**src/include/spm_pkg.sv**
```systemverilog
package spm_pkg;

    // ------------------------------------------------------------
    // Register map (byte addresses on the AXI4-Lite bus)
    // ------------------------------------------------------------
    localparam logic [3:0] SPM_OFF_DATA = 4'h0;
    localparam logic [3:0] SPM_OFF_CTRL = 4'h4;
    localparam logic [3:0] SPM_OFF_STAT = 4'h8;

    // ------------------------------------------------------------
    // Control field positions
    // ------------------------------------------------------------
    localparam int SPM_CTRL_IRQ_EN   = 7;
    localparam int SPM_CTRL_PORT_EN  = 6;
    localparam int SPM_CTRL_HALVER   = 5;
    localparam int SPM_CTRL_MASTER   = 4;
    localparam int SPM_CTRL_IDLE_LVL = 3;
    localparam int SPM_CTRL_PHASE    = 2;
    localparam int SPM_CTRL_RATE_HI  = 1;
    localparam int SPM_CTRL_RATE_LO  = 0;

    // ------------------------------------------------------------
    // Status field positions
    // ------------------------------------------------------------
    localparam int SPM_STAT_DONE  = 7;
    localparam int SPM_STAT_CLASH = 6;
    localparam int SPM_STAT_FAULT = 4;

    // ------------------------------------------------------------
    // Reset values and transfer shape
    // ------------------------------------------------------------
    localparam logic [7:0] SPM_CTRL_RST  = 8'h00;
    localparam logic [7:0] SPM_DATA_RST  = 8'h00;
    localparam logic [4:0] SPM_EDGES     = 5'h10;  // Eight pulses, two edges each

    // ------------------------------------------------------------
    // Serial clock half periods in CPU cycles
    // ------------------------------------------------------------
    localparam logic [6:0] SPM_HALF_DIV8   = 7'h04;
    localparam logic [6:0] SPM_HALF_DIV16  = 7'h08;
    localparam logic [6:0] SPM_HALF_DIV64  = 7'h20;
    localparam logic [6:0] SPM_HALF_DIV128 = 7'h40;

    localparam logic [1:0] SPM_RESP_OKAY   = 2'h0;
    localparam logic [1:0] SPM_RESP_SLVERR = 2'h2;

endpackage

```
**src/rtl/spm_port.sv**
```systemverilog
// Decided for this implementation: the address map and the AXI4-Lite register port.
`timescale 1ns/100ps
module spm_port
    import spm_pkg::*;
#(
    parameter int SYNC_STAGES = 2
) (
    input  wire logic        clk,      // CPU clock, 40 MHz
    input  wire logic        rstn,     // Async reset, active low
    // AXI4-Lite slave
    input  wire logic [3:0]  awaddr,   // Write address
    input  wire logic        awvalid,  // Write address valid
    output logic             awready,  // Write address ready
    input  wire logic [31:0] wdata,    // Write data
    input  wire logic [3:0]  wstrb,    // Write byte strobes
    input  wire logic        wvalid,   // Write data valid
    output logic             wready,   // Write data ready
    output logic [1:0]       bresp,    // Write response
    output logic             bvalid,   // Write response valid
    input  wire logic        bready,   // Write response ready
    input  wire logic [3:0]  araddr,   // Read address
    input  wire logic        arvalid,  // Read address valid
    output logic             arready,  // Read address ready
    output logic [31:0]      rdata,    // Read data
    output logic [1:0]       rresp,    // Read response
    output logic             rvalid,   // Read data valid
    input  wire logic        rready,   // Read data ready
    // Serial pins
    input  wire logic        sck_i,    // Serial clock in (slave)
    output logic             sck_o,    // Serial clock out (master)
    output logic             sck_oe,   // Serial clock drive enable
    input  wire logic        mosi_i,   // Master-out line in (slave)
    output logic             mosi_o,   // Master-out line out
    output logic             mosi_oe,  // Master-out drive enable
    input  wire logic        miso_i,   // Master-in line in (master)
    output logic             miso_o,   // Master-in line out
    output logic             miso_oe,  // Master-in drive enable
    input  wire logic        sel_n_i,  // Slave select, active low
    output logic             irq       // Port interrupt, active high
);
    typedef struct packed {
        logic [7:0]  ctrl;
        logic        done_flag;
        logic        clash_flag;
        logic        fault_flag;
        logic        stat_seen;
        logic        fault_seen;
        logic [7:0]  tx_sh;
        logic [7:0]  rx_sh;
        logic [7:0]  rx_buf;
        logic        busy;
        logic [4:0]  edges;
        logic [6:0]  div;
        logic        sck_lvl;
        logic        sck_prev;
        logic        sel_prev;
        logic        mosi_q;
        logic        miso_q;
        logic        sck_oe_q;
        logic        mosi_oe_q;
        logic        miso_oe_q;
        logic        irq_q;
        logic        aw_have;
        logic [3:0]  aw_addr;
        logic        w_have;
        logic [7:0]  w_byte;
        logic        w_lane;
        logic        aw_rdy;
        logic        w_rdy;
        logic        b_vld;
        logic [1:0]  b_rsp;
        logic        ar_rdy;
        logic        r_vld;
        logic [31:0] r_dat;
        logic [1:0]  r_rsp;
    } spm_state_t;

    localparam spm_state_t SPM_RST = '{
        ctrl: SPM_CTRL_RST, tx_sh: SPM_DATA_RST, rx_sh: SPM_DATA_RST,
        rx_buf: SPM_DATA_RST, aw_addr: 4'h0, w_byte: 8'h00, edges: 5'h00,
        div: 7'h00, b_rsp: SPM_RESP_OKAY, r_rsp: SPM_RESP_OKAY, r_dat: 32'h0,
        aw_rdy: 1'b1, w_rdy: 1'b1, ar_rdy: 1'b1, sel_prev: 1'b1, default: 1'b0};

    initial begin
        if (SYNC_STAGES < 2) $error("spm_port needs SYNC_STAGES of two or more");
    end

    spm_state_t s_r;
    spm_state_t s_nxt;
    logic       sck_s;
    logic       sel_s;

    // ------------------------------------------------------------
    // Pin synchronisers
    // ------------------------------------------------------------
    spm_sync #(.STAGES(SYNC_STAGES)) u_sync_sck (
        .clk     (clk),
        .rstn    (rstn),
        .rst_val (1'b0),
        .din     (sck_i),
        .dout    (sck_s)
    );

    spm_sync #(.STAGES(SYNC_STAGES)) u_sync_sel (
        .clk     (clk),
        .rstn    (rstn),
        .rst_val (1'b1),
        .din     (sel_n_i),
        .dout    (sel_s)
    );

    // ------------------------------------------------------------
    // Serial clock rate
    // ------------------------------------------------------------
    function automatic logic [6:0] half_period(input logic [7:0] c);
        logic [6:0] h;
        h = SPM_HALF_DIV8;
        case ({c[SPM_CTRL_RATE_HI], c[SPM_CTRL_RATE_LO]})
            2'b00:   h = SPM_HALF_DIV8;
            2'b01:   h = SPM_HALF_DIV16;
            2'b10:   h = SPM_HALF_DIV64;
            default: h = SPM_HALF_DIV128;
        endcase
        if (c[SPM_CTRL_HALVER]) begin
            h = h >> 1;
        end
        return h;
    endfunction

    // ------------------------------------------------------------
    // Next state
    // ------------------------------------------------------------
    always_comb begin
        logic       en;
        logic       mst;
        logic       ph;
        logic       edge_now;
        logic       sample;
        logic       locked;
        logic       do_wr;
        logic       do_rd;
        logic [3:0] rd_addr;
        logic [4:0] k;
        do_wr   = 1'b0;
        do_rd   = 1'b0;
        rd_addr = araddr;
        k       = 5'h00;
        s_nxt   = s_r;
        en      = s_r.ctrl[SPM_CTRL_PORT_EN];
        mst     = s_r.ctrl[SPM_CTRL_MASTER];
        ph      = s_r.ctrl[SPM_CTRL_PHASE];
        sample  = mst ? miso_i : mosi_i;
        s_nxt.sck_prev = sck_s;
        s_nxt.sel_prev = sel_s;

        // Phase zero slave is locked from select low; otherwise only while shifting
        locked = s_r.busy || (en && !mst && !ph && !sel_s);

        // Serial edge source: own divider in master, synchronised pin in slave
        edge_now = 1'b0;
        if (en && mst && s_r.busy) begin
            if (s_r.div == half_period(s_r.ctrl) - 7'h01) begin
                s_nxt.div     = 7'h00;
                s_nxt.sck_lvl = ~s_r.sck_lvl;
                edge_now      = 1'b1;
            end else begin
                s_nxt.div = s_r.div + 7'h01;
            end
        end else if (en && !mst && !sel_s) begin
            edge_now = (sck_s != s_r.sck_prev);
            if (ph && s_r.edges == 5'h00 && edge_now) begin
                s_nxt.busy = 1'b1;
            end
        end
        if (!(en && mst && s_r.busy)) begin
            s_nxt.sck_lvl = s_r.ctrl[SPM_CTRL_IDLE_LVL];
            s_nxt.div     = 7'h00;
        end

        // Phase zero slave presents its MSB as soon as it is selected
        if (en && !mst && !ph && !sel_s && s_r.sel_prev) begin
            s_nxt.miso_q = s_r.tx_sh[7];
        end

        if (edge_now) begin
            k = s_r.edges + 5'h01;
            s_nxt.edges = k;
            if (k[0] ^ ph) begin
                s_nxt.rx_sh = {s_r.rx_sh[6:0], sample};
            end else if (k != SPM_EDGES) begin
                // Drive edge precedes the capture edge by one
                if (ph && k == 5'h01) begin
                    s_nxt.mosi_q = s_r.tx_sh[7];
                    s_nxt.miso_q = s_r.tx_sh[7];
                end else begin
                    s_nxt.tx_sh  = {s_r.tx_sh[6:0], 1'b0};
                    s_nxt.mosi_q = s_r.tx_sh[6];
                    s_nxt.miso_q = s_r.tx_sh[6];
                end
            end
            if (k == SPM_EDGES) begin
                // Last edge: buffer the byte, newest overwrites an unread one
                s_nxt.rx_buf    = (k[0] ^ ph) ? {s_r.rx_sh[6:0], sample} : s_r.rx_sh;
                s_nxt.done_flag = 1'b1;
                s_nxt.busy      = 1'b0;
                s_nxt.edges     = 5'h00;
            end
        end
        if (!en || (!mst && sel_s)) begin
            if (!mst) begin
                s_nxt.busy  = 1'b0;
                s_nxt.edges = 5'h00;
            end
        end

        // Mode fault: only a master watches its select input
        if (en && mst && !sel_s) begin
            s_nxt.fault_flag                 = 1'b1;
            s_nxt.ctrl[SPM_CTRL_PORT_EN]     = 1'b0;
            s_nxt.ctrl[SPM_CTRL_MASTER]      = 1'b0;
            s_nxt.busy                       = 1'b0;
            s_nxt.edges                      = 5'h00;
        end

        // ------------------------------------------------------------
        // AXI4-Lite write channel
        // ------------------------------------------------------------
        if (awvalid && s_r.aw_rdy) begin
            s_nxt.aw_have = 1'b1;
            s_nxt.aw_addr = awaddr;
        end
        if (wvalid && s_r.w_rdy) begin
            s_nxt.w_have = 1'b1;
            s_nxt.w_byte = wdata[7:0];
            s_nxt.w_lane = wstrb[0];
        end
        if (bready && s_r.b_vld) begin
            s_nxt.b_vld = 1'b0;
        end
        if (s_r.aw_have && s_r.w_have && !s_r.b_vld) begin
            do_wr         = 1'b1;
            s_nxt.aw_have = 1'b0;
            s_nxt.w_have  = 1'b0;
            s_nxt.b_vld   = 1'b1;
            s_nxt.b_rsp   = SPM_RESP_OKAY;
        end
        if (do_wr) begin
            case (s_r.aw_addr)
                SPM_OFF_DATA: begin
                    if (s_r.done_flag && !s_r.stat_seen) begin
                        s_nxt.done_flag = s_r.done_flag;
                    end else if (locked) begin
                        s_nxt.clash_flag = 1'b1;
                    end else if (s_r.w_lane) begin
                        if (s_r.stat_seen && !edge_now) begin
                            s_nxt.done_flag = 1'b0;
                        end
                        s_nxt.stat_seen = 1'b0;
                        s_nxt.tx_sh     = s_r.w_byte;
                        if (en && mst) begin
                            s_nxt.busy   = 1'b1;
                            s_nxt.edges  = 5'h00;
                            s_nxt.mosi_q = s_r.w_byte[7];
                        end
                    end
                end
                SPM_OFF_CTRL: begin
                    if (s_r.w_lane) begin
                        s_nxt.ctrl = s_r.w_byte;
                        // A fault raised in this very cycle outlives the clearing write
                        if (s_r.fault_seen && !(en && mst && !sel_s)) begin
                            s_nxt.fault_flag = 1'b0;
                            s_nxt.fault_seen = 1'b0;
                        end else if (s_nxt.fault_flag) begin
                            s_nxt.ctrl[SPM_CTRL_PORT_EN] = 1'b0;
                            s_nxt.ctrl[SPM_CTRL_MASTER]  = 1'b0;
                        end
                    end
                end
                SPM_OFF_STAT: begin
                    if (s_r.fault_flag) begin
                        s_nxt.fault_seen = 1'b1;
                    end
                end
                default: begin
                    s_nxt.b_rsp = SPM_RESP_SLVERR;
                end
            endcase
        end
        s_nxt.aw_rdy = !s_nxt.aw_have && !s_nxt.b_vld;
        s_nxt.w_rdy  = !s_nxt.w_have && !s_nxt.b_vld;

        // ------------------------------------------------------------
        // AXI4-Lite read channel
        // ------------------------------------------------------------
        if (rready && s_r.r_vld) begin
            s_nxt.r_vld = 1'b0;
        end
        if (arvalid && s_r.ar_rdy) begin
            do_rd       = 1'b1;
            s_nxt.r_vld = 1'b1;
            s_nxt.r_rsp = SPM_RESP_OKAY;
            s_nxt.r_dat = 32'h0;
        end
        if (do_rd) begin
            case (rd_addr)
                SPM_OFF_DATA: begin
                    s_nxt.r_dat[7:0] = s_r.rx_buf;
                    if (s_r.stat_seen) begin
                        // A new completion in this cycle keeps its flag
                        if (!(edge_now && k == SPM_EDGES)) begin
                            s_nxt.done_flag = 1'b0;
                        end
                        if (!(do_wr && s_r.aw_addr == SPM_OFF_DATA && locked)) begin
                            s_nxt.clash_flag = 1'b0;
                        end
                        s_nxt.stat_seen = 1'b0;
                    end
                end
                SPM_OFF_CTRL: begin
                    s_nxt.r_dat[7:0] = s_r.ctrl;
                end
                SPM_OFF_STAT: begin
                    s_nxt.r_dat[SPM_STAT_DONE]  = s_r.done_flag;
                    s_nxt.r_dat[SPM_STAT_CLASH] = s_r.clash_flag;
                    s_nxt.r_dat[SPM_STAT_FAULT] = s_r.fault_flag;
                    s_nxt.stat_seen             = 1'b1;
                    if (s_r.fault_flag) begin
                        s_nxt.fault_seen = 1'b1;
                    end
                end
                default: begin
                    s_nxt.r_rsp = SPM_RESP_SLVERR;
                end
            endcase
        end
        s_nxt.ar_rdy = !s_nxt.r_vld;

        // ------------------------------------------------------------
        // Pin drivers, all registered; a disabled port drives nothing
        // ------------------------------------------------------------
        en  = s_nxt.ctrl[SPM_CTRL_PORT_EN];
        mst = s_nxt.ctrl[SPM_CTRL_MASTER];
        s_nxt.sck_oe_q  = en && mst;
        s_nxt.mosi_oe_q = en && mst;
        // Unselected slaves release the line so one device drives it
        s_nxt.miso_oe_q = en && !mst && !sel_s;
        // Interrupt from done or fault only; clash never contributes
        s_nxt.irq_q = s_nxt.ctrl[SPM_CTRL_IRQ_EN] &&
                      (s_nxt.done_flag || s_nxt.fault_flag);
    end

    // ------------------------------------------------------------
    // State register
    // ------------------------------------------------------------
    always_ff @(posedge clk or negedge rstn) begin
        if (!rstn) begin
            s_r <= SPM_RST;
        end else begin
            s_r <= s_nxt;
        end
    end

    assign awready = s_r.aw_rdy;
    assign wready  = s_r.w_rdy;
    assign bvalid  = s_r.b_vld;
    assign bresp   = s_r.b_rsp;
    assign arready = s_r.ar_rdy;
    assign rvalid  = s_r.r_vld;
    assign rdata   = s_r.r_dat;
    assign rresp   = s_r.r_rsp;
    assign sck_o   = s_r.sck_lvl;
    assign sck_oe  = s_r.sck_oe_q;
    assign mosi_o  = s_r.mosi_q;
    assign mosi_oe = s_r.mosi_oe_q;
    assign miso_o  = s_r.miso_q;
    assign miso_oe = s_r.miso_oe_q;
    assign irq     = s_r.irq_q;
endmodule // spm_port

```
**src/rtl/spm_sync.sv**
```systemverilog
`timescale 1ns/100ps
module spm_sync
    import spm_pkg::*;
#(
    parameter int STAGES = 2
) (
    input  wire logic clk,     // CPU clock
    input  wire logic rstn,    // Async reset, active low
    input  wire logic rst_val, // Level held during reset
    input  wire logic din,     // Asynchronous pin level
    output logic      dout     // Level in the clk domain
);
    logic [STAGES-1:0] stage_r;

    initial begin
        if (STAGES < 2) $error("spm_sync needs at least two stages");
    end

    // Only the last stage is looked at outside this module
    always_ff @(posedge clk or negedge rstn) begin
        if (!rstn) begin
            stage_r <= '0;
        end else begin
            stage_r <= {stage_r[STAGES-2:0], din ^ rst_val};
        end
    end

    assign dout = stage_r[STAGES-1] ^ rst_val;
endmodule // spm_sync

```
**config.mk**
```make
export PLATFORM = sky130hd
export DESIGN_NAME = spm_port
export DESIGN_NICKNAME = d
export VERILOG_FILES = /design/src/include/spm_pkg.sv /design/src/rtl/spm_port.sv /design/src/rtl/spm_sync.sv
export SDC_FILE = /design/constraint.sdc
export NUM_CORES = 1
export LEC_CHECK = 0
export ABC_AREA = 1
export BUFFER_PORTS_ARGS = -buffer_cell sky130_fd_sc_hd__buf_2
export CAP_MARGIN = 20
export CORE_ASPECT_RATIO = 1.1
export CORE_MARGIN = 4
export CORE_UTILIZATION = 30
export CTS_CLUSTER_DIAMETER = 200
export DETAILED_ROUTE_END_ITERATION = 10
export PLACE_DENSITY = 0.61
export SETUP_SLACK_MARGIN = 0.02
export SLEW_MARGIN = 25
export SYNTH_ARGS = -nofsm -noshare
export SYNTH_HDL_FRONTEND = slang
export SYNTH_SLANG_ARGS = --single-unit
```
**constraint.sdc**
```tcl
create_clock -name clk -period 1.9 [get_ports clk]
set_input_delay 0 -clock clk [delete_from_list [all_inputs] [get_ports clk]]
set_output_delay 0 -clock clk [all_outputs]
set_load 0.05 [all_outputs]
```
Word level (Yosys, flattened, before mapping). Index checks and enable logic that the tools add are counted.

Register bits: 94. Bits of input ports: 55.

Eq/ne operators: 13. Reduce and logical (&&, ||, !) cells: 54. Mux-type cells: 102. Add/sub/neg operators: 3. Bitwise gates (word level): 4.

Operator list (number): 2-to-1 mux 8 bit (11); 2-to-1 mux 6 bit (9); 2-to-1 mux 1 bit (51); 2-to-1 mux 35 bit (1); logical AND 1 bit (31); 2-to-1 mux 30 bit (1); 2-to-1 mux 2 bit (12); 2-to-1 mux 21 bit (1); 2-to-1 mux 7 bit (3); one-hot mux 7 bit (3 select lines) (1); 2-to-1 mux 10 bit (2); 2-to-1 mux 14 bit (1); logical NOT 1 bit (12); == test 5 bit (second input constant) (2); 2-to-1 mux 5 bit (2); == test 4 x 3 -> 1 bit (second input constant) (2); == test 4 bit (second input constant) (2); logical NOT 4 bit (2); one-hot mux 4 bit (2 select lines) (1); adder 7 x 1 -> 7 bit (second input constant) (1); == test 7 bit (1); subtractor 7 x 1 -> 7 bit (second input constant) (1); one-hot mux 1 bit (2 select lines) (3); one-hot mux 2 bit (3 select lines) (1); 17 further kinds (22).

Depth between registers and ports, before layout. Gate-level depths: netlist (run 1).

Word-level depth: 22. Mapped depth: 18. Mapped depth without buffers: 17.

Modules after synthesis. Synthesis (run 1) repeated with hierarchy kept, for this count alone.

Cell total of the unflattened synthesis: 557. Area, all modules: 4647.0 µm².

Modules (own cells, without submodules): spm_port (area an instance 4479.3 µm², cells each 535, times used 1, seq. area each 2257.2 µm²); spm_sync (area an instance 83.8 µm², cells each 11, times used 2, seq. area each 50.0 µm²).

Least setup slack after synthesis (run 1). No wires, ideal clock.

Kind: register to register. From: reg s_r[108] (netlist bit). To: reg s_r, in the netlist mosi_o. Data arrival time: 1.940 ns. Buffers on the path: 1. Stages on the path, launching flop included: 16. Library setup time: 0.126 ns. Setup slack: -0.166 ns. Path through: dfrtp_1 nor2_1 nand2_1 ha_1 inv_1 nand2_1 nand3_1 nor2_1 nand3_1 nor2_2 nand3_2 nand2_4 buf_6 nand4_1 nand3_1 o21ai_0.

RTL lines: from (decl) (line spm_port.sv:88) `spm_state_t s_r;`; from (signal assigned) (line spm_port.sv:360) `s_r <= s_nxt;`.

==> results of run 1 <==
-- area by class of cell --
class / count / area share
clock inverters: 4 / 0.00858
repair buffers: 117 / 0.141
inverters: 85 / 0.0531
clock buffers: 12 / 0.0409
well taps: 200 / 0.0399
repair inverters: 1 / 0.000599
multi-input cells: 414 / 0.340
flip-flops and latches: 94 / 0.377
-- cell families (layout without fill, tap and decap cells) --
group / count (synthesis) / count (layout)
compound gates: 83 / 83
xor+xnor: 5 / 5
fa+ha+maj: 5 / 5
buf+inv: 136 / 219
flops: 94 / 94
other cells: 1 / 24
simple gates: 296 / 297
-- final timing paths --
check                      cells after the start                   from                    end  slack (ns)
min                                            5              araddr[3]              flip-flop        0.03
min reg2reg                                    0  u_sync_sck.stage_r[0]  u_sync_sck.stage_r[1]        0.35
max in group asynchronous                      3                   rstn                 wready        1.19
max reg2reg                                   13               s_r[107]                 miso_o       -0.26
max                                           13               s_r[107]                 miso_o       -0.26
min in group asynchronous                      2                   rstn                    irq        0.12
-- metrics by stage --
step	hold slack (ns)	utilization	instances	setup TNS [ns]	instance area, um^2
2_1_floorplan	-0.296	-	643	-2.15	5040
3_3_place_gp	-0.0465	0.344	878	-5.97	5460
3_5_place_dp	-0.0485	0.344	878	-7.69	5460
4_1_cts	0.0279	0.382	921	-5.74	6060
5_1_grt	0.0767	0.395	927	-12.08	6270
6_report	0.0306	0.395	927	-6.89	6270
-- repair_timing --
action                                  in CTS  in global routing
pin swaps                                    5                  9
gates resized for setup                      9                 35
buffers inserted                             2                  3
endpoints found under the setup margin      41                 44
gates cloned                                 2                  3
endpoints found under the hold margin      111                  0
hold buffers                                23                  0
-- metal layers --
layer	GRT usage	share of wire	up-vias	wire length [um]
met3	0.0349	0.039	16	474
met4	0.0383	0.016	0	197
li1	-	-	2100	-
met2	0.213	0.49	71	5910
met5	0	0	-	0
met1	0.179	0.46	1952	5560
-- worst register-to-register path, stage by stage, from the launching register on --
cell and delay (ns):
dfrtp_2 0.45, nor2_2 0.13, nand2_2 0.08, ha_4 0.27, inv_2 0.03, nand2_2 0.05
nand3_2 0.05, nor2_1 0.09, nand3_1 0.12, nor2_4 0.15, nand3_4 0.12, nand2_8 0.14
nand4_1 0.18, a21boi_2 0.20
-- power by group through the flow --
| stage | clock (mW) | combinational [mW] | sequential, mW |
|---|---|---|---|
| finish | 1.90 | 3.29 | 2.87 |
| global route | 2.03 | 3.68 | 2.93 |
| global placement | 0 | 2.84 | 2.89 |
| CTS | 1.94 | 3.04 | 2.87 |
| detailed placement | 0 | 2.86 | 2.90 |
| floorplan | 0 | 1.83 | 3.08 |
-- cell usage after synthesis (13+ instances only) --
master     n
a21oi_1   13
buf_4     38
dfrtp_1   90
inv_1     80
nand2_1  198
nand3_1   34
nor2_1    35
o21ai_0   49
==> metrics.txt, run 1 <==
gr usage total 0.134; number of diodes 0; async set-or-reset flop fraction in the synthesized netlist 1.00; Die ar. 18500 um^2; synthesized cell area 4910 um^2; TritonCTS clock tree done; clock buffer depth 2; max-slew violations 0; Max Cap Viol 0; period utilisation layout 1.14; chip height 142 um; vias in the first global route 3905; Final Worst Setup Slack -0.263 ns; Cells after Synth 620; Multi-input gate area 2130 um^2; post-DR wirelength/cell 13.1 um; Reg area 2360 um^2; Crit. End Element flip-flop; largest net degree at the start of global routing 39; commonest non-fill, non-tap cell in the layout nand2_1; WS Path Type reg -> reg; Yosys top cell area share 0.458; CP Max Fanout 7; Synth area leaders dfrtp_1, nand2_1, inv_1; post-synthesis compound-gate area fraction 0.0965; EDFF count, synth 0; synthesis-to-finish area growth 27.6%; crit path DAT 2.41 ns; Sequential Power Share 0.356; dpl ws -0.285 ns; Top Family by Delay on Critical Path simple AND/OR/NAND/NOR gates; final setup fails 35; Final min period 2.16 ns; Buf/Inv on CP 1; Simple-Gate Fraction of Synth Area 0.263; detailed-route via count 4139; initial antenna violation count 0; Die X 130 um; Hold Crit Class in -> reg; vias per cell 4.46; Final GP Congestion 0.814; Comb pwr share 0.408; # nets final 782; core area 15900 um^2; drt total wl 12100 um; Clock transition at path regs 0.07 ns; first-pass GRT wire length 19500 um; Peak Freq 462 MHz; Peak VDD IR 0.000585 V; Ports 103; net switching power 3.28 mW; share of layout cells above drive strength 1 0.238; Antenna Nets Post-Route 0; P per Cell Area 1290 nW/um^2; Synth Area per Inst 7.92 um^2; Final HPWL DP 8710 um; DRC Markers 0; total congestion overflow 0; sequential share of the synthesized area 0.480; post-synthesis adder-cell area fraction 0.0127; area leader, netlist dfrtp_1; Pleak 3.17 nW; Final Skew 0.00903 ns; mux share of post-synthesis cell area 0; Initial DRC Count 270; Yosys reg bits 94; CP max stage cell dfrtp_2; most frequent cells in the layout nand2_1, dfrtp_1, inv_1; Post-Synth XOR/XNOR Area 0.00891; Pre-Repair DR Iteration Count 4; violated checks negative setup slack; final-layout fill cell count 1589; IO Port Bufs 51; Core Rows 48; status finished with violations; Clk pwr share 0.235; Hold Vio Cnt, Final 0; crit-path cells nor2_2 -> nand2_2 -> ha_4 -> inv_2 -> nand2_2 -> nand3_2 -> nor2_1 -> nand3_1 -> nor2_4 -> nand3_4 -> nand2_8 -> nand4_1 -> a21boi_2; clock sinks 94; RSZ-0062 raised after global routing yes; CP peak stage delay 0.45 ns; TritonCTS buffer count 9; synth unique cells 42; H-tree Lvls 3; clk_lat worst skew 0.36 ns; Main synth FF type dfrtp_1; switching share of power 0.407; Clock Tree Root clkbuf_16; Worst EP required 2.14 ns; PnR Total Power 8.06 mW; initial core utilization 0.310; Pint 4.78 mW; crit-path most repeated cell nand2_2; main combinational cell family by area after synthesis simple AND/OR/NAND/NOR gates; yosys warns 0; kind of start point of the critical path flip-flop
Power figures use the tool's default switching activity.
==> run 2: changes to the inputs <==
- BUFFER_PORTS_ARGS: -buffer_cell sky130_fd_sc_hd__buf_2 -> -buffer_cell sky130_fd_sc_hd__buf_4
==> metrics.txt, run 2 (synthesis gave the netlist of run 1 again) <==
status finished with violations; violated checks negative setup slack; final-layout fill cell count 1647; IO Port Bufs 51; hold slack 0.0500 ns; post-DR wirelength/cell 12.9 um; CP Max Fanout 5; clk_lat worst skew 0.35 ns; crit path DAT 2.51 ns; Final Skew 0.00538 ns; Die X 130 um; detailed-route via count 4130; TritonCTS clock tree done; Antenna Nets Post-Route 0; DRC Markers 0; WS Path Type reg -> reg; TritonCTS buffer count 9; kind of start point of the critical path flip-flop; Initial DRC Count 243; Final Worst Setup Slack -0.356 ns; DR WL met2 5830 um; gr usage total 0.133; # nets final 785; commonest non-fill, non-tap cell in the layout nand2_1; share of layout cells above drive strength 1 0.245; RSZ-0062 raised after global routing yes; wl on met1 5400 um; Max Cap Viol 0; Clock Tree Root clkbuf_16; initial antenna violation count 0; vias per cell 4.44; total congestion overflow 0; Slew headroom 0.618; synthesis-to-finish area growth 29.7%; Die ar. 18500 um^2; number of diodes 0; core area 15900 um^2; period utilisation layout 1.19; Worst EP required 2.15 ns; Peak VDD IR 0.000662 V; Final GP Congestion 0.794; final core utilization 0.402; Ports 103; Pre-Repair DR Iteration Count 4; clock buffer depth 2; first-pass GRT wire length 19400 um; Clock transition at path regs 0.07 ns; Top Layer Used met4; Crit. End Element flip-flop; vias in the first global route 3996; largest net degree at the start of global routing 43; clock sinks 94; drt total wl 12000 um; P per Cell Area 1270 nW/um^2; chip height 142 um; H-tree Lvls 3; Hold Vio Cnt, Final 0; Core Rows 48; initial core utilization 0.310; final setup fails 35; Least-Margin Pin Slew 0.573 ns; Hold Crit Class in -> reg; met3 wire length 540 um; Final min period 2.26 ns; Pleak 3.20 nW; most frequent cells in the layout nand2_1, buf_4, dfrtp_1; max-slew violations 0; Peak Freq 443 MHz; Final HPWL DP 8820 um
## run 2: layer usage
metal | track usage | vias to the layer above
met5 | 0 | -
li1 | - | 2109
met1 | 0.174 | 1918
met4 | 0.0372 | 0
met3 | 0.0315 | 14
met2 | 0.220 | 89
## run 2: layout make-up
| cell class | instances | area, um^2 | share of cell area |
|---|---|---|---|
| sequential | 94 | 2360 | 0.370 |
| multi-input combinational | 414 | 2140 | 0.335 |
| inverter | 85 | 329 | 0.0516 |
| tap | 200 | 250 | 0.0393 |
| clock buffer | 13 | 250 | 0.0393 |
| timing repair buffer | 121 | 1000 | 0.157 |
| clock inverter | 3 | 43.8 | 0.00687 |
## run 2: path summary, 6_finish.rpt
kind                                  startpoint                     to  slack [ns]  depth (start not counted)
min in group asynchronous                   rstn               rresp[0]        0.20                          2
setup reg to reg                        s_r[112]                s_r[72]       -0.36                         15
hold reg to reg            u_sync_sck.stage_r[0]  u_sync_sck.stage_r[1]        0.35                          0
hold / removal                         araddr[3]              flip-flop        0.05                          5
max in group asynchronous                   rstn                s_r[62]        0.98                          3
setup / recovery                        s_r[112]                s_r[72]       -0.36                         15
## run 2: power by group
group | switching, mW | internal [mW]
sequential | 0.397 | 2.50
clock | 0.755 | 1.06
combinational | 2.09 | 1.31
## run 2: stage by stage
stage          std cells  setup slack (ns)  cell area [um^2]  setup TNS, ns  power, mW
3_3_place_gp         882            -0.229              5620          -5.61       5.88
2_1_floorplan        643            -0.144              5040          -2.15       4.91
4_1_cts              926            -0.235              6220          -6.49       7.93
6_report             930            -0.356              6370          -8.88       8.11
3_5_place_dp         882            -0.315              5620          -8.11       5.91
5_1_grt              930            -0.522              6370         -15.23       8.67
## run 2: repair_timing
item,CTS,global route
endpoints found under the hold margin,54,0
pin swaps,3,22
endpoints found under the setup margin,41,46
gates cloned,1,0
hold buffers,23,0
setup buffers,4,5
gates resized for setup,15,40
## run 2: worst max-delay path, stage by stage, from the launching register on
cell and delay, ns:
dfrtp_1 0.42, inv_2 0.06, nand2_2 0.07, nand3_2 0.10, ha_4 0.29, inv_2 0.03
nand2_1 0.04, nand3_1 0.06, nor2_1 0.12, nand3_1 0.09, nor2_2 0.14, nand3_2 0.14
nand2_4 0.19, buf_4 0.13, a21oi_2 0.04, a211oi_2 0.23
==> run 3: changes to the inputs <==
- SYNTH_HIERARCHICAL: not set -> 1
==> metrics.txt, run 3 <==
status finished with violations; violated checks negative setup slack; vias per cell 4.38; H-tree Lvls 3; final setup fails 35; Ports 103; detailed-route via count 3867; FF-to-FF path depth 16; Slew headroom 0.653; flop-to-flop setup slack -0.30 ns; EDFF count, synth 0; Least-Margin Pin Slew 0.519 ns; Antenna Nets Post-Route 0; Final Worst Setup Slack -0.303 ns; Synth Area per Inst 8.34 um^2; synthesis-to-finish area growth 34.7%; post-DR wirelength/cell 12.7 um; Final GP Congestion 0.830; crit path DAT 2.48 ns; Final min period 2.20 ns; Yosys top cell area share 0.485; CP Max Fanout 6; initial core utilization 0.307; Hold Vio Cnt, Final 0; synth unique cells 43; clock sinks 94; Clock transition at path regs 0.06 ns; Worst EP required 2.18 ns; gr usage total 0.130; top cells by count, synth nand2_1, dfrtp_1, inv_1; Hold Crit Class in -> reg; area leader, netlist dfrtp_1; Max Cap Viol 0; r2r endpoint irq; Core Rows 47; Post-Layout Cell Count 882; hold path startpoint wvalid; period utilisation layout 1.16; WHS Endpoint s_r[50]; WS Path Type reg -> reg; TritonCTS buffer count 9; Die X 127 um; clk_lat worst skew 0.35 ns; kind of start point of the critical path flip-flop; DRC Markers 0; final core utilization 0.414; Peak VDD IR 0.000793 V; vias in the first global route 3794; Main synth FF type dfrtp_1; Cells after Synth 557; Setup TNS Final -8.70 ns; # nets final 740; TritonCTS clock tree done; synthesized cell area 4650 um^2; clock buffer depth 2; Final HPWL DP 7940 um; Peak Freq 454 MHz; Clock Tree Root clkbuf_16; P per Cell Area 1230 nW/um^2; Pre-Repair DR Iteration Count 5; drt total wl 11200 um; chip height 139 um; share of layout cells above drive strength 1 0.268; Initial DRC Count 162; worst r2r src s_r[107]; Placed Area 5420 um^2; Die ar. 17500 um^2; commonest non-fill, non-tap cell in the layout nand2_1; hold path cells 5; core area 15100 um^2; total congestion overflow 0; initial antenna violation count 0; number of diodes 0; async set-or-reset flop fraction in the synthesized netlist 1.00; post-route cell area 6260 um^2; Crit. End Element flip-flop; Final Skew 0.00859 ns; yosys warns 6; Yosys reg bits 94; Synth area leaders dfrtp_1, nand2_1, inv_1; most frequent cells in the layout nand2_1, buf_4, dfrtp_1; dpl cells 831; top-count cell post-synth nand2_1; largest net degree at the start of global routing 41; IO Port Bufs 51; sequential share of the synthesized area 0.507; Pleak 3.07 nW; first-pass GRT wire length 18500 um; final-layout fill cell count 1515; max-slew violations 0; RSZ-0062 raised after global routing yes
-- run 3: cell count changes after synthesis, moves of 4 or more --
cell      delta
nor2_1       +8
nand2_1     -59
a22oi_1      +5
o22ai_1     +10
o21ai_0      +7
nand3_1     -12
nand3_2      -4
o221ai_1     -5
-- run 3: how the worst max path moves through the flow --
| stage | start | end | slack [ns] | depth (start not counted) |
|---|---|---|---|---|
| 2_1_floorplan | s_r[107] | irq | -0.14 | 16 |
| 3_3_place_gp | s_r[107] | s_r[101] | -0.23 | 17 |
| 3_5_place_dp | s_r[107] | s_r[101] | -0.35 | 17 |
| 4_1_cts | s_r[107] | s_r[95] | -0.27 | 16 |
| 5_1_grt | s_r[107] | irq | -0.47 | 17 |
| 6_report | s_r[107] | irq | -0.30 | 16 |
-- run 3: worst max-delay path: stages (launching register included) --
cell	delay [ns]
dfrtp_2	0.46
nor2_4	0.14
nand2_2	0.08
ha_4	0.28
inv_2	0.03
nand2_1	0.05
nand3_1	0.07
nor2_1	0.08
nand2_1	0.07
nor2_2	0.13
nand3_2	0.11
nand2_4	0.16
buf_12	0.13
nand2_8	0.07
a21oi_4	0.12
nand2_2	0.07
a21oi_2	0.10
-- run 3: cell type report --
type | count | area (um^2) | share of cell area
clock buffer | 13 | 260 | 0.0416
clock inverter | 3 | 43.8 | 0.00700
inverter | 81 | 312 | 0.0498
multi-input combinational | 366 | 1940 | 0.310
sequential | 94 | 2360 | 0.377
tap | 196 | 245 | 0.0392
timing repair buffer | 129 | 1100 | 0.175
-- run 3: power breakdown --
| part | total (mW) | switching [mW] | internal, mW | leakage, nW |
|---|---|---|---|---|
| clock | 1.83 | 0.736 | 1.09 | 0.150 |
| combinational | 3.11 | 1.90 | 1.21 | 1.71 |
| sequential | 2.76 | 0.284 | 2.48 | 1.21 |
| total | 7.70 | 2.91 | 4.79 | 3.07 |
-- run 3: kinds of logic (layout without fill, tap and decap cells) --
| group | after synthesis | count (layout) | share of synthesized area |
|---|---|---|---|
| AND/OR/NAND/NOR | 226 | 227 | 0.208 |
| buffers and inverters | 126 | 226 | 0.135 |
| AO/OA/AOI/OAI | 96 | 96 | 0.121 |
| flip-flops | 94 | 94 | 0.507 |
| XOR/XNOR | 8 | 8 | 0.0151 |
| adder cells (fa/ha/maj) | 4 | 4 | 0.0108 |
| other | 2 | 30 | 0.00162 |
| multiplexers | 1 | 1 | 0.00215 |
-- run 3: what timing repair did --
action,4_1_cts,5_1_grt
hold endpoints to repair,58,0
pin swaps,20,12
hold buffers,22,0
endpoints found under the setup margin,41,44
cloned,1,1
setup buffers,10,2
gates resized for setup,37,19
-- run 3: through the flow --
step                      hold slack (ns)  setup WS (ns)  power (mW)
after global routing               0.0658         -0.468        8.21
final                              0.0266         -0.303        7.70
after global placement             0.0203         -0.230        5.46
after detailed placement           0.0153         -0.347        5.49
after CTS                          0.0345         -0.269        7.61
after floorplan                    -0.296         -0.140        4.57
-- run 3: per-layer routing --
layer | share of wire | track usage | vias to the layer above
met3 | 0.038 | 0.0374 | 13
met4 | 0.016 | 0.0339 | 0
met2 | 0.49 | 0.209 | 70
li1 | - | - | 1951
met5 | 0 | 0 | -
met1 | 0.45 | 0.174 | 1833
